<file path="src/include/adcf_regs.svh">
/*
  Register offsets, field positions, reset values and access codes of the
  converter flow configuration block.
  Assumes a word-addressed register port with 16-bit data.
*/
`ifndef ADCF_REGS_SVH
`define ADCF_REGS_SVH

`define ADCF_OFS_MAIN 3'h0
`define ADCF_OFS_AUX 3'h1
`define ADCF_OFS_FLOW 3'h5
`define ADCF_OFS_CMD 3'h6

`define ADCF_MAIN_HI 15
`define ADCF_MAIN_LO 8
`define ADCF_AUX_HI 7
`define ADCF_AUX_LO 4
`define ADCF_FLOW_HI 7
`define ADCF_FLOW_LO 4

`define ADCF_FLW_SEQUENCE_ABORT_REQUEST 3
`define ADCF_FLW_TRIGGER_REQUEST 2
`define ADCF_FLW_RESTART_REQUEST 1
`define ADCF_FLW_LIST_LOAD_OK 0

`define ADCF_MAIN_RST 8'h00
`define ADCF_BMOD_RST 2'h0
`define ADCF_BIT_RST 1'h0
`define ADCF_FLOW_RST 4'h0
`define ADCF_RSV8 8'h00
`define ADCF_RSV4 4'h0
`define ADCF_DATA_RST 16'h0000

`define ADCF_ACC_NONE 2'h0
`define ADCF_ACC_IFC 2'h1
`define ADCF_ACC_BUS 2'h2
`define ADCF_ACC_BOTH 2'h3

`endif

</file>
<file path="src/include/adcf_pkg.sv">
/*
  Types of the converter flow configuration block.
  Assumes the field layout given in adcf_regs.svh.
*/
package adcf_pkg;

  typedef struct packed {
    logic en;
    logic soft_rst;
    logic freeze;
    logic wait_halt_select;
    logic [1:0] flow_access_config;
    logic store_on_abort;
    logic flow_mode_select;
  } adcf_main_t;

  typedef struct packed {
    logic command_list_buffer_mode;
    logic result_list_buffer_mode;
    logic special_access_enable;
    logic auto_restart_enable;
  } adcf_aux_t;

  typedef struct packed {
    logic sequence_abort_request;
    logic trigger_request;
    logic restart_request;
    logic list_load_ok;
  } adcf_flow_t;

  typedef struct packed {
    logic conv_active;
    logic last_conv;
    logic list_done;
  } adcf_seq_t;

  typedef struct packed {
    logic store;
    logic discard;
    logic err_set;
    logic sequence_abort_request_set;
  } adcf_dec_t;

endpackage

</file>
<file path="src/logic/adcf_guard_reg.sv">
/*
  A configuration field that takes a write only while its condition holds.
  Assumes write, condition and clear come from logic on the same clock.
*/
`timescale 1ns/1ps

module adcf_guard_reg #(
  parameter int W = 1,
  parameter logic [W-1:0] RST = '0
) (
  input wire logic ref_clk_i,
  input wire logic rstn_i,
  input wire logic ce_i,
  input wire logic clr_i,
  input wire logic wr_i,
  input wire logic allow_i,
  input wire logic [W-1:0] d_i,
  output logic [W-1:0] q_o
);

  logic [W-1:0] q_reg;
  logic [W-1:0] q_next;

  // A refused write is dropped silently; software learns it only by reading back.
  always_comb begin
    q_next = q_reg;
    if (clr_i) begin
      q_next = RST;
    end else if (wr_i && allow_i) begin
      q_next = d_i;
    end
  end

  always_ff @(posedge ref_clk_i or negedge rstn_i) begin
    if (!rstn_i) begin
      q_reg <= RST;
    end else if (ce_i) begin
      q_reg <= q_next;
    end
  end

  assign q_o = q_reg;

  refused_hold_a: assert property (@(posedge ref_clk_i) disable iff (!rstn_i)
    ce_i && !clr_i && !(wr_i && allow_i) |=> $stable(q_reg))
    else $error("Guarded field changed without an allowed write.");

endmodule // adcf_guard_reg

</file>
<file path="src/logic/adcf_abort_ctl.sv">
/*
  Decides result storage and restart error on abort and restart events.
  Assumes the sequencer reports conversion state on the same clock.
*/
`timescale 1ns/1ps

module adcf_abort_ctl import adcf_pkg::*; (
  input wire logic ref_clk_i,
  input wire logic rstn_i,
  input wire logic ce_i,
  input wire logic store_on_abort_i,
  input wire logic sequence_abort_request_active_i,
  input wire logic abort_evt_i,
  input wire logic restart_evt_i,
  input wire adcf_seq_t seq_i,
  output adcf_dec_t dec_o
);

  adcf_dec_t dec_reg;
  adcf_dec_t dec_next;
  logic any_evt;
  logic rst_only;
  logic in_final;

  always_comb begin
    any_evt = (abort_evt_i || restart_evt_i) && seq_i.conv_active;
    rst_only = restart_evt_i && !abort_evt_i && !sequence_abort_request_active_i && !seq_i.list_done;
    in_final = seq_i.conv_active && seq_i.last_conv;
    dec_next.store = any_evt && store_on_abort_i;
    dec_next.discard = any_evt && !store_on_abort_i;
    // Storing mode forgives a restart that lands in the last conversion.
    dec_next.err_set = rst_only && (!store_on_abort_i || !in_final);
    dec_next.sequence_abort_request_set = dec_next.err_set;
  end

  always_ff @(posedge ref_clk_i or negedge rstn_i) begin
    if (!rstn_i) begin
      dec_reg <= '0;
    end else if (ce_i) begin
      dec_reg <= dec_next;
    end
  end

  assign dec_o = dec_reg;

  discard_path_a: assert property (@(posedge ref_clk_i) disable iff (!rstn_i)
    ce_i && any_evt && !store_on_abort_i |=> dec_reg.discard && !dec_reg.store)
    else $error("Aborted result was not discarded.");

  store_path_a: assert property (@(posedge ref_clk_i) disable iff (!rstn_i)
    ce_i && any_evt && store_on_abort_i |=> dec_reg.store && !dec_reg.discard)
    else $error("Aborted result was not stored.");

  early_err_a: assert property (@(posedge ref_clk_i) disable iff (!rstn_i)
    ce_i && rst_only && !store_on_abort_i |=> dec_reg.err_set && dec_reg.sequence_abort_request_set)
    else $error("Early restart did not raise the error.");

  final_ok_a: assert property (@(posedge ref_clk_i) disable iff (!rstn_i)
    ce_i && restart_evt_i && store_on_abort_i && in_final |=> !dec_reg.err_set)
    else $error("Restart in last conversion raised an error.");

  store_err_a: assert property (@(posedge ref_clk_i) disable iff (!rstn_i)
    ce_i && rst_only && store_on_abort_i && !in_final |=> dec_reg.err_set && dec_reg.sequence_abort_request_set)
    else $error("Early restart in storing mode raised no error.");

endmodule // adcf_abort_ctl

</file>
<file path="src/logic/adcf_flow_cfg.sv">
/*
  Flow configuration of the converter: control registers, flow request bits,
  access paths, special access, auto restart and abort decisions.
  Assumes bus, internal interface, mode and sequencer inputs all run on
  ref_clk_i, so none of them is synchronised here.
*/
// Behaviour
// - No-store abort discards result, no complete flag
// - No-store early restart flags error, sets abort
// - Store mode keeps aborted result and flags
// - Store mode: restart in last conversion, no error
// - Store mode: early restart flags error, sets abort
// - Flow mode bit picks restart or trigger; here it is only stored and shown on main_o
// - Access config selects none, interface, bus, both
// - Command list single or double buffering
// - Result list single or double buffering
// - Buffer modes writable if disabled or special
// - Special access writable only in special mode
// - Special access clears on special mode exit
// - Special access lifts write restrictions
// - Special access lets bus write unstarted command
// - Auto restart after stop or halting wait exit
// - Auto restart bit writable at any time
// - Wait halt stops conversion in wait mode
`timescale 1ns/1ps
`include "adcf_regs.svh"

module adcf_flow_cfg import adcf_pkg::*; (
  input wire logic ref_clk_i,
  input wire logic rstn_i,
  input wire logic ce_i,
  input wire logic bus_sel_i,
  input wire logic bus_we_i,
  input wire logic [2:0] bus_addr_i,
  input wire logic [15:0] bus_wdata_i,
  output logic [15:0] bus_rdata_o,
  input wire logic ifc_we_i,
  input wire adcf_flow_t ifc_wdata_i,
  input wire adcf_flow_t flow_done_i,
  input wire adcf_seq_t seq_i,
  input wire logic err_clr_i,
  input wire logic cmd_started_i,
  input wire logic special_mode_i,
  input wire logic stop_mode_i,
  input wire logic wait_mode_i,
  output adcf_main_t main_o,
  output adcf_aux_t aux_o,
  output adcf_flow_t flow_o,
  output adcf_dec_t dec_o,
  output logic restart_error_flag_o,
  output logic cmd_wr_o,
  output logic [15:0] cmd_wdata_o,
  output logic conv_halt_o
);

  //////////////////////////////////////////////////////////////////////////////

  logic wr_main;
  logic wr_aux;
  logic wr_flow;
  logic wr_cmd;
  logic rd;
  logic en_run;
  adcf_main_t main_reg;
  adcf_main_t main_next;
  adcf_main_t main_wd;
  adcf_aux_t aux_wd;
  adcf_aux_t aux_q;
  logic [1:0] bmod_q;
  logic [1:0] bmod_wd;
  logic smod_q;
  logic smod_wd;
  logic auto_q;
  logic auto_wd;
  logic mode_wd;
  logic bmod_allow;
  logic [3:0] flow_reg;
  logic [3:0] flow_next;
  logic [3:0] flow_set;
  logic [3:0] bus_bits;
  logic [3:0] ifc_bits;
  logic abort_evt;
  logic restart_evt;
  logic auto_evt;
  logic stop_d_reg;
  logic stop_d_next;
  logic wait_d_reg;
  logic wait_d_next;
  logic err_reg;
  logic err_next;
  logic cmd_wr_reg;
  logic cmd_wr_next;
  logic [15:0] cmd_wdata_reg;
  logic [15:0] cmd_wdata_next;
  logic halt_reg;
  logic halt_next;
  logic [15:0] rdata_reg;
  logic [15:0] rdata_next;
  adcf_dec_t dec;

  assign wr_main = bus_sel_i && bus_we_i && (bus_addr_i == `ADCF_OFS_MAIN);
  assign wr_aux = bus_sel_i && bus_we_i && (bus_addr_i == `ADCF_OFS_AUX);
  assign wr_flow = bus_sel_i && bus_we_i && (bus_addr_i == `ADCF_OFS_FLOW);
  assign wr_cmd = bus_sel_i && bus_we_i && (bus_addr_i == `ADCF_OFS_CMD);
  assign rd = bus_sel_i && !bus_we_i;
  assign main_wd = adcf_main_t'(bus_wdata_i[`ADCF_MAIN_HI:`ADCF_MAIN_LO]);
  assign aux_wd = adcf_aux_t'(bus_wdata_i[`ADCF_AUX_HI:`ADCF_AUX_LO]);
  assign bmod_wd = {aux_wd.command_list_buffer_mode, aux_wd.result_list_buffer_mode};
  assign smod_wd = aux_wd.special_access_enable;
  assign auto_wd = aux_wd.auto_restart_enable;
  assign mode_wd = main_wd.flow_mode_select;
  assign en_run = main_reg.en && !main_reg.soft_rst;

  //////////////////////////////////////////////////////////////////////////////
  // Main control register. The soft reset bit lives for one cycle only.

  always_comb begin
    main_next = main_reg;
    main_next.soft_rst = 1'b0;
    if (wr_main) begin
      main_next = main_wd;
    end
  end

  always_ff @(posedge ref_clk_i or negedge rstn_i) begin
    if (!rstn_i) begin
      main_reg <= adcf_main_t'(`ADCF_MAIN_RST);
    end else if (ce_i) begin
      main_reg <= main_next;
    end
  end

  //////////////////////////////////////////////////////////////////////////////
  // Auxiliary register fields, each with its own write condition.

  assign bmod_allow = !main_reg.en || smod_q;

  adcf_guard_reg #(.W(2), .RST(`ADCF_BMOD_RST)) u_bmod (
    .ref_clk_i(ref_clk_i),
    .rstn_i(rstn_i),
    .ce_i(ce_i),
    .clr_i(1'b0),
    .wr_i(wr_aux),
    .allow_i(bmod_allow),
    .d_i(bmod_wd),
    .q_o(bmod_q)
  );

  adcf_guard_reg #(.W(1), .RST(`ADCF_BIT_RST)) u_smod (
    .ref_clk_i(ref_clk_i),
    .rstn_i(rstn_i),
    .ce_i(ce_i),
    .clr_i(!special_mode_i),
    .wr_i(wr_aux),
    .allow_i(special_mode_i),
    .d_i(smod_wd),
    .q_o(smod_q)
  );

  adcf_guard_reg #(.W(1), .RST(`ADCF_BIT_RST)) u_auto (
    .ref_clk_i(ref_clk_i),
    .rstn_i(rstn_i),
    .ce_i(ce_i),
    .clr_i(1'b0),
    .wr_i(wr_aux),
    .allow_i(1'b1),
    .d_i(auto_wd),
    .q_o(auto_q)
  );

  assign aux_q = adcf_aux_t'({bmod_q, smod_q, auto_q});

  //////////////////////////////////////////////////////////////////////////////
  // Low-power exit detection for the automatic restart.

  always_comb begin
    stop_d_next = stop_mode_i;
    wait_d_next = wait_mode_i;
    auto_evt = auto_q && main_reg.en &&
               ((stop_d_reg && !stop_mode_i) ||
                (wait_d_reg && !wait_mode_i && main_reg.wait_halt_select));
    halt_next = wait_mode_i && main_reg.wait_halt_select;
  end

  always_ff @(posedge ref_clk_i or negedge rstn_i) begin
    if (!rstn_i) begin
      stop_d_reg <= 1'b0;
      wait_d_reg <= 1'b0;
      halt_reg <= 1'b0;
    end else if (ce_i) begin
      stop_d_reg <= stop_d_next;
      wait_d_reg <= wait_d_next;
      halt_reg <= halt_next;
    end
  end

  //////////////////////////////////////////////////////////////////////////////
  // Flow request bits. Writing zero has no effect; the sequencer clears a bit
  // once it has acted on it, and a new set in that cycle wins.

  always_comb begin
    bus_bits = `ADCF_FLOW_RST;
    ifc_bits = `ADCF_FLOW_RST;
    if (wr_flow && main_reg.flow_access_config[1]) begin
      bus_bits = bus_wdata_i[`ADCF_FLOW_HI:`ADCF_FLOW_LO];
    end
    if (ifc_we_i && main_reg.flow_access_config[0]) begin
      ifc_bits = ifc_wdata_i;
    end
    flow_set = bus_bits | ifc_bits;
    flow_set[`ADCF_FLW_SEQUENCE_ABORT_REQUEST] = flow_set[`ADCF_FLW_SEQUENCE_ABORT_REQUEST] | dec.sequence_abort_request_set;
    flow_set[`ADCF_FLW_RESTART_REQUEST] = flow_set[`ADCF_FLW_RESTART_REQUEST] | auto_evt;
    flow_next = `ADCF_FLOW_RST;
    if (en_run) begin
      flow_next = (flow_reg & ~flow_done_i) | flow_set;
    end
    abort_evt = en_run && flow_set[`ADCF_FLW_SEQUENCE_ABORT_REQUEST] && !flow_reg[`ADCF_FLW_SEQUENCE_ABORT_REQUEST];
    restart_evt = en_run && flow_set[`ADCF_FLW_RESTART_REQUEST] && !flow_reg[`ADCF_FLW_RESTART_REQUEST];
  end

  always_ff @(posedge ref_clk_i or negedge rstn_i) begin
    if (!rstn_i) begin
      flow_reg <= `ADCF_FLOW_RST;
    end else if (ce_i) begin
      flow_reg <= flow_next;
    end
  end

  adcf_abort_ctl u_abort (
    .ref_clk_i(ref_clk_i),
    .rstn_i(rstn_i),
    .ce_i(ce_i),
    .store_on_abort_i(main_reg.store_on_abort),
    .sequence_abort_request_active_i(flow_reg[`ADCF_FLW_SEQUENCE_ABORT_REQUEST]),
    .abort_evt_i(abort_evt),
    .restart_evt_i(restart_evt),
    .seq_i(seq_i),
    .dec_o(dec)
  );

  //////////////////////////////////////////////////////////////////////////////
  // Restart error flag, current command forwarding and read data.

  always_comb begin
    err_next = dec.err_set || (err_reg && !err_clr_i && en_run);
    cmd_wr_next = wr_cmd && smod_q && !cmd_started_i;
    cmd_wdata_next = cmd_wr_next ? bus_wdata_i : cmd_wdata_reg;
    rdata_next = `ADCF_DATA_RST;
    if (rd) begin
      case (bus_addr_i)
        `ADCF_OFS_MAIN: rdata_next = {main_reg, `ADCF_RSV8};
        `ADCF_OFS_AUX: rdata_next = {`ADCF_RSV8, aux_q, `ADCF_RSV4};
        `ADCF_OFS_FLOW: rdata_next = {`ADCF_RSV8, flow_reg, `ADCF_RSV4};
        default: rdata_next = `ADCF_DATA_RST;
      endcase
    end
  end

  always_ff @(posedge ref_clk_i or negedge rstn_i) begin
    if (!rstn_i) begin
      err_reg <= 1'b0;
      cmd_wr_reg <= 1'b0;
      cmd_wdata_reg <= `ADCF_DATA_RST;
      rdata_reg <= `ADCF_DATA_RST;
    end else if (ce_i) begin
      err_reg <= err_next;
      cmd_wr_reg <= cmd_wr_next;
      cmd_wdata_reg <= cmd_wdata_next;
      rdata_reg <= rdata_next;
    end
  end

  assign bus_rdata_o = rdata_reg;
  assign main_o = main_reg;
  assign aux_o = aux_q;
  assign flow_o = adcf_flow_t'(flow_reg);
  assign dec_o = dec;
  assign restart_error_flag_o = err_reg;
  assign cmd_wr_o = cmd_wr_reg;
  assign cmd_wdata_o = cmd_wdata_reg;
  assign conv_halt_o = halt_reg;

  //////////////////////////////////////////////////////////////////////////////

  bmod_lock_a: assert property (@(posedge ref_clk_i) disable iff (!rstn_i)
    ce_i && wr_aux && main_reg.en && !smod_q |=> $stable(bmod_q))
    else $error("Buffer mode changed while locked.");

  bmod_open_a: assert property (@(posedge ref_clk_i) disable iff (!rstn_i)
    ce_i && wr_aux && (!main_reg.en || smod_q) |=> bmod_q == $past(bmod_wd))
    else $error("Buffer mode write was lost.");

  smod_gate_a: assert property (@(posedge ref_clk_i) disable iff (!rstn_i)
    ce_i && wr_aux && special_mode_i |=> smod_q == $past(smod_wd))
    else $error("Special access write mishandled.");

  smod_exit_a: assert property (@(posedge ref_clk_i) disable iff (!rstn_i)
    ce_i && !special_mode_i |=> !smod_q)
    else $error("Special access survived special mode exit.");

  auto_wr_a: assert property (@(posedge ref_clk_i) disable iff (!rstn_i)
    ce_i && wr_aux |=> auto_q == $past(auto_wd))
    else $error("Auto restart write was lost.");

  auto_evt_a: assert property (@(posedge ref_clk_i) disable iff (!rstn_i)
    ce_i && auto_evt && en_run |=> flow_reg[`ADCF_FLW_RESTART_REQUEST])
    else $error("Auto restart did not raise a restart.");

  cmd_wr_a: assert property (@(posedge ref_clk_i) disable iff (!rstn_i)
    ce_i && wr_cmd |=> cmd_wr_reg == $past(smod_q && !cmd_started_i))
    else $error("Command write gating is wrong.");

  halt_a: assert property (@(posedge ref_clk_i) disable iff (!rstn_i)
    ce_i && wait_mode_i && main_reg.wait_halt_select |=> conv_halt_o)
    else $error("Wait halt not raised.");

  acc_none_a: assert property (@(posedge ref_clk_i) disable iff (!rstn_i)
    ce_i && flow_reg == `ADCF_FLOW_RST && main_reg.flow_access_config == `ADCF_ACC_NONE &&
    !dec.sequence_abort_request_set && !auto_evt |=> flow_reg == `ADCF_FLOW_RST)
    else $error("Flow bit set with no access path.");

  err_sticky_a: assert property (@(posedge ref_clk_i) disable iff (!rstn_i)
    ce_i && dec.err_set |=> restart_error_flag_o)
    else $error("Restart error flag not raised.");

  mode_wr_a: assert property (@(posedge ref_clk_i) disable iff (!rstn_i)
    ce_i && wr_main |=> main_o.flow_mode_select == $past(mode_wd))
    else $error("Flow mode write was lost.");

endmodule // adcf_flow_cfg

</file>
<file path="config.mk">
export PLATFORM = sky130hd
export DESIGN_NAME = adcf_flow_cfg
export DESIGN_NICKNAME = d
export VERILOG_FILES = /design/src/include/adcf_pkg.sv /design/src/logic/adcf_guard_reg.sv /design/src/logic/adcf_abort_ctl.sv /design/src/logic/adcf_flow_cfg.sv
export VERILOG_INCLUDE_DIRS = /design/src /design/src/include
export SDC_FILE = /design/constraint.sdc
export NUM_CORES = 1
export LEC_CHECK = 0
export BUFFER_PORTS_ARGS = -buffer_cell sky130_fd_sc_hd__buf_2
export CORE_ASPECT_RATIO = 1.75
export CORE_MARGIN = 1
export CORE_UTILIZATION = 30
export DETAILED_ROUTE_END_ITERATION = 10
export SLEW_MARGIN = 20
export SYNTH_ARGS = -nofsm -noshare
export SYNTH_HDL_FRONTEND = slang
export SYNTH_SLANG_ARGS = --single-unit
</file>
<file path="constraint.sdc">
create_clock -name ref_clk_i -period 4.8 [get_ports ref_clk_i]
set_input_delay 0.24 -clock ref_clk_i [delete_from_list [all_inputs] [get_ports ref_clk_i]]
set_output_delay 0.24 -clock ref_clk_i [all_outputs]
set_load 0.1 [all_outputs]
</file>
==> impl_metrics.json <==
{
  "synth_ff_type": "dfrtp_1",
  "ant_nets": 0,
  "dr_total_vias": 1771,
  "nets": 309,
  "antenna_found_initial": 0,
  "synthArstFlopShare": 1.00,
  "cp_cell_sequence": "nand4_2 -> nor4_4 -> buf_6 -> mux2_2",
  "power_leakage_nw": 1.57,
  "cap_violations": 0,
  "ys_ff_latch": 52,
  "clkSinkCount": 52,
  "min_period_ns": 1.70,
  "grt_pass1_wl_mm": 9.18,
  "clk_pin_slew_ns": 0.07,
  "slew_headroom": 0.556,
  "power_switching_mw": 0.425,
  "required_ns": 4.98,
  "dpl.hpwl_mm": 4.57,
  "drcViolationCount": 0,
  "hold_viol": 0,
  "routedWlPerCell_um": 16.4,
  "htree_levels": 2,
  "slew_viol_final": 0,
  "cts_tree": "done",
  "root_buffer": "clkbuf_16",
  "status": "completed",
  "antennaDiodeCount": 0,
  "first_pass_iters": 4,
  "path_class": "reg -> reg",
  "path_max_fanout": 11,
  "vdd_ir_drop_max_mv": 0.159,
  "fin_skew_ns": 0.00590,
  "power_frac_seq": 0.414,
  "power_mw": 1.19,
  "core_um2": 7340,
  "yosysSeqAreaShare": 0.566,
  "worst_path_max_delay_cell": "dfrtp_1",
  "via_per_inst": 4.99,
  "clock_path_buffers": 2,
  "largest_reg_flops": 16,
  "num_rows": 41,
  "area_growth_syn_to_layout_pct": 28.5,
  "tightest_slew_ns": 0.665,
  "grt_pass1_vias": 1779,
  "cpPeakStageDelay_ns": 0.44,
  "syn_inst": 180,
  "power.density_nw_per_um2": 403,
  "drtIter0Drc": 89,
  "rsz0062_at_grt": "no",
  "pwr-share-comb": 0.244,
  "synthDistinctLibCells": 36,
  "wirelength_mm": 5.83,
  "startpoint_type": "flip-flop",
  "end_kind": "flip-flop",
  "clkPwrFrac": 0.342,
  "die_width_um": 68.2,
  "internal_power_mw": 0.764,
  "syn_area_um2": 2300,
  "port_buffers": 91,
  "cts_setup_buffers": 0,
  "grt_start_max_net_pins": 53,
  "max_freq_mhz": 588,
  "cts_hold_buf": 0,
  "p_sw_frac": 0.358,
  "yosysWarnings": 0,
  "post-route-period-util": 0.354,
  "numCtsBuffers": 5,
  "synth-edff-count": 0,
  "io_pins": 96,
  "finalSetupTns_ns": 0,
  "die_h_um": 118,
  "drive_gt1_frac": 0.498,
  "cp.arrival_ns": 1.88,
  "grt_usage": 0.159,
  "gr-total-overflow": 0,
  "cts.repair.resized": 0,
  "clock_latency_ns": 0.29,
  "start_util": 0.313,
  "hp-class": "in -> async",
  "syn-mean-instance-area_um2": 12.8,
  "die-area_um2": 8030,
  "place_congestion": 0.775,
  "setup_violations": 0
}
[metal layers]
| layer | wire length, um | share of wire | track usage |
|---|---|---|---|
| met5 | 0 | 0 | 0 |
| met2 | 3160 | 0.54 | 0.268 |
| met1 | 2170 | 0.37 | 0.174 |
| met4 | 152 | 0.026 | 0.0729 |
| met3 | 345 | 0.059 | 0.0475 |
[cells in the mapped netlist, types with 2 or more instances]
cell type,instances,share of area
nand2b_1,4,0.011
dfrtp_1,52,0.57
mux2_2,28,0.14
mux2i_1,5,0.022
nand3_1,4,0.0087
nand2_1,7,0.011
o2bb2ai_1,5,0.019
inv_1,7,0.011
clkbuf_1,2,0.0033
buf_4,11,0.036
a21oi_1,2,0.0044
a32oi_1,2,0.0076
o21ai_0,14,0.030
nand3b_1,3,0.0098
a22o_1,9,0.034
nor2_1,4,0.0065
o221ai_1,2,0.0076
[cell usage in the layout (no fill, tap or decap), types with 2 or more instances in the layout]
cell type,n
buf_2,91
dfrtp_1,52
mux2_2,28
o21ai_0,14
a22o_1,9
inv_1,7
nand2_1,7
mux2i_1,5
o2bb2ai_1,5
clkbuf_16,5
nand3_1,4
nand2b_1,4
nor2_1,4
conb_1,4
nand3b_1,3
a21oi_1,2
o221ai_1,2
a32oi_1,2
[layout make-up]
cell class / count / area [um2]
clock buffers: 6 / 129
clock inverters: 2 / 38.8
fillers: 727 / 4380
inverters: 7 / 26.3
multi-input cells: 109 / 876
flip-flops and latches: 52 / 1300
well taps: 86 / 108
repair buffers: 93 / 474
[stage by stage]
step                utilization  setup WS, ns  hold WS (ns)  instance area, um2  std cells
floorplan                     -          3.04       -0.0556                2310        183
global placement          0.378          2.70         0.394                2770        346
detailed placement        0.378          2.67         0.404                2770        346
CTS                       0.401          2.81        0.0886                2940        354
global route              0.403          3.00         0.121                2950        355
finish                    0.403          3.10        0.0526                2950        355
[kinds of logic (layout without fill, tap and decap cells)]
logic type	Yosys count	in the layout	synth area share
DFF	52	52	0.566
AOI/OAI and AO/OA	40	40	0.126
muxes	33	33	0.159
and+or+nand+nor	32	32	0.0898
buffers and inverters	22	108	0.0577
other	1	4	0.00163
[worst paths after layout]
| check | startpoint | to | slack [ns] | cells past startpoint |
|---|---|---|---|---|
| max | u_smod.q_o | cmd_wdata_o[1] | 3.10 | 4 |
| min | rstn_i | cmd_wdata_o[2] | 0.05 | 2 |
| max reg2reg | u_smod.q_o | cmd_wdata_o[1] | 3.10 | 4 |
| min reg2reg | cmd_wr_o | cmd_wr_o | 0.48 | 1 |
| max in group asynchronous | rstn_i | cmd_wdata_o[5] | 4.29 | 2 |
| min in group ref_clk_i | bus_wdata_i[2] | cmd_wdata_o[2] | 0.18 | 2 |
[critical path: cells and delay by family, from the launching register on]
kind / cells / cell delay, ns
and+or+nand+nor: 2 / 0.56
DFF: 1 / 0.44
muxes: 1 / 0.35
buffers and inverters: 1 / 0.23
[power by group through the flow]
| stage | Sequential [mW] | Combinational, mW | Clock, mW |
|---|---|---|---|
| 2_1_floorplan | 0.625 | 0.0998 | 0 |
| 3_3_place_gp | 0.502 | 0.289 | 0 |
| 3_5_place_dp | 0.502 | 0.291 | 0 |
| 4_1_cts | 0.494 | 0.292 | 0.418 |
| 5_1_grt | 0.496 | 0.303 | 0.435 |
| 6_report | 0.493 | 0.290 | 0.407 |
(Power assumes the default switching activity.)
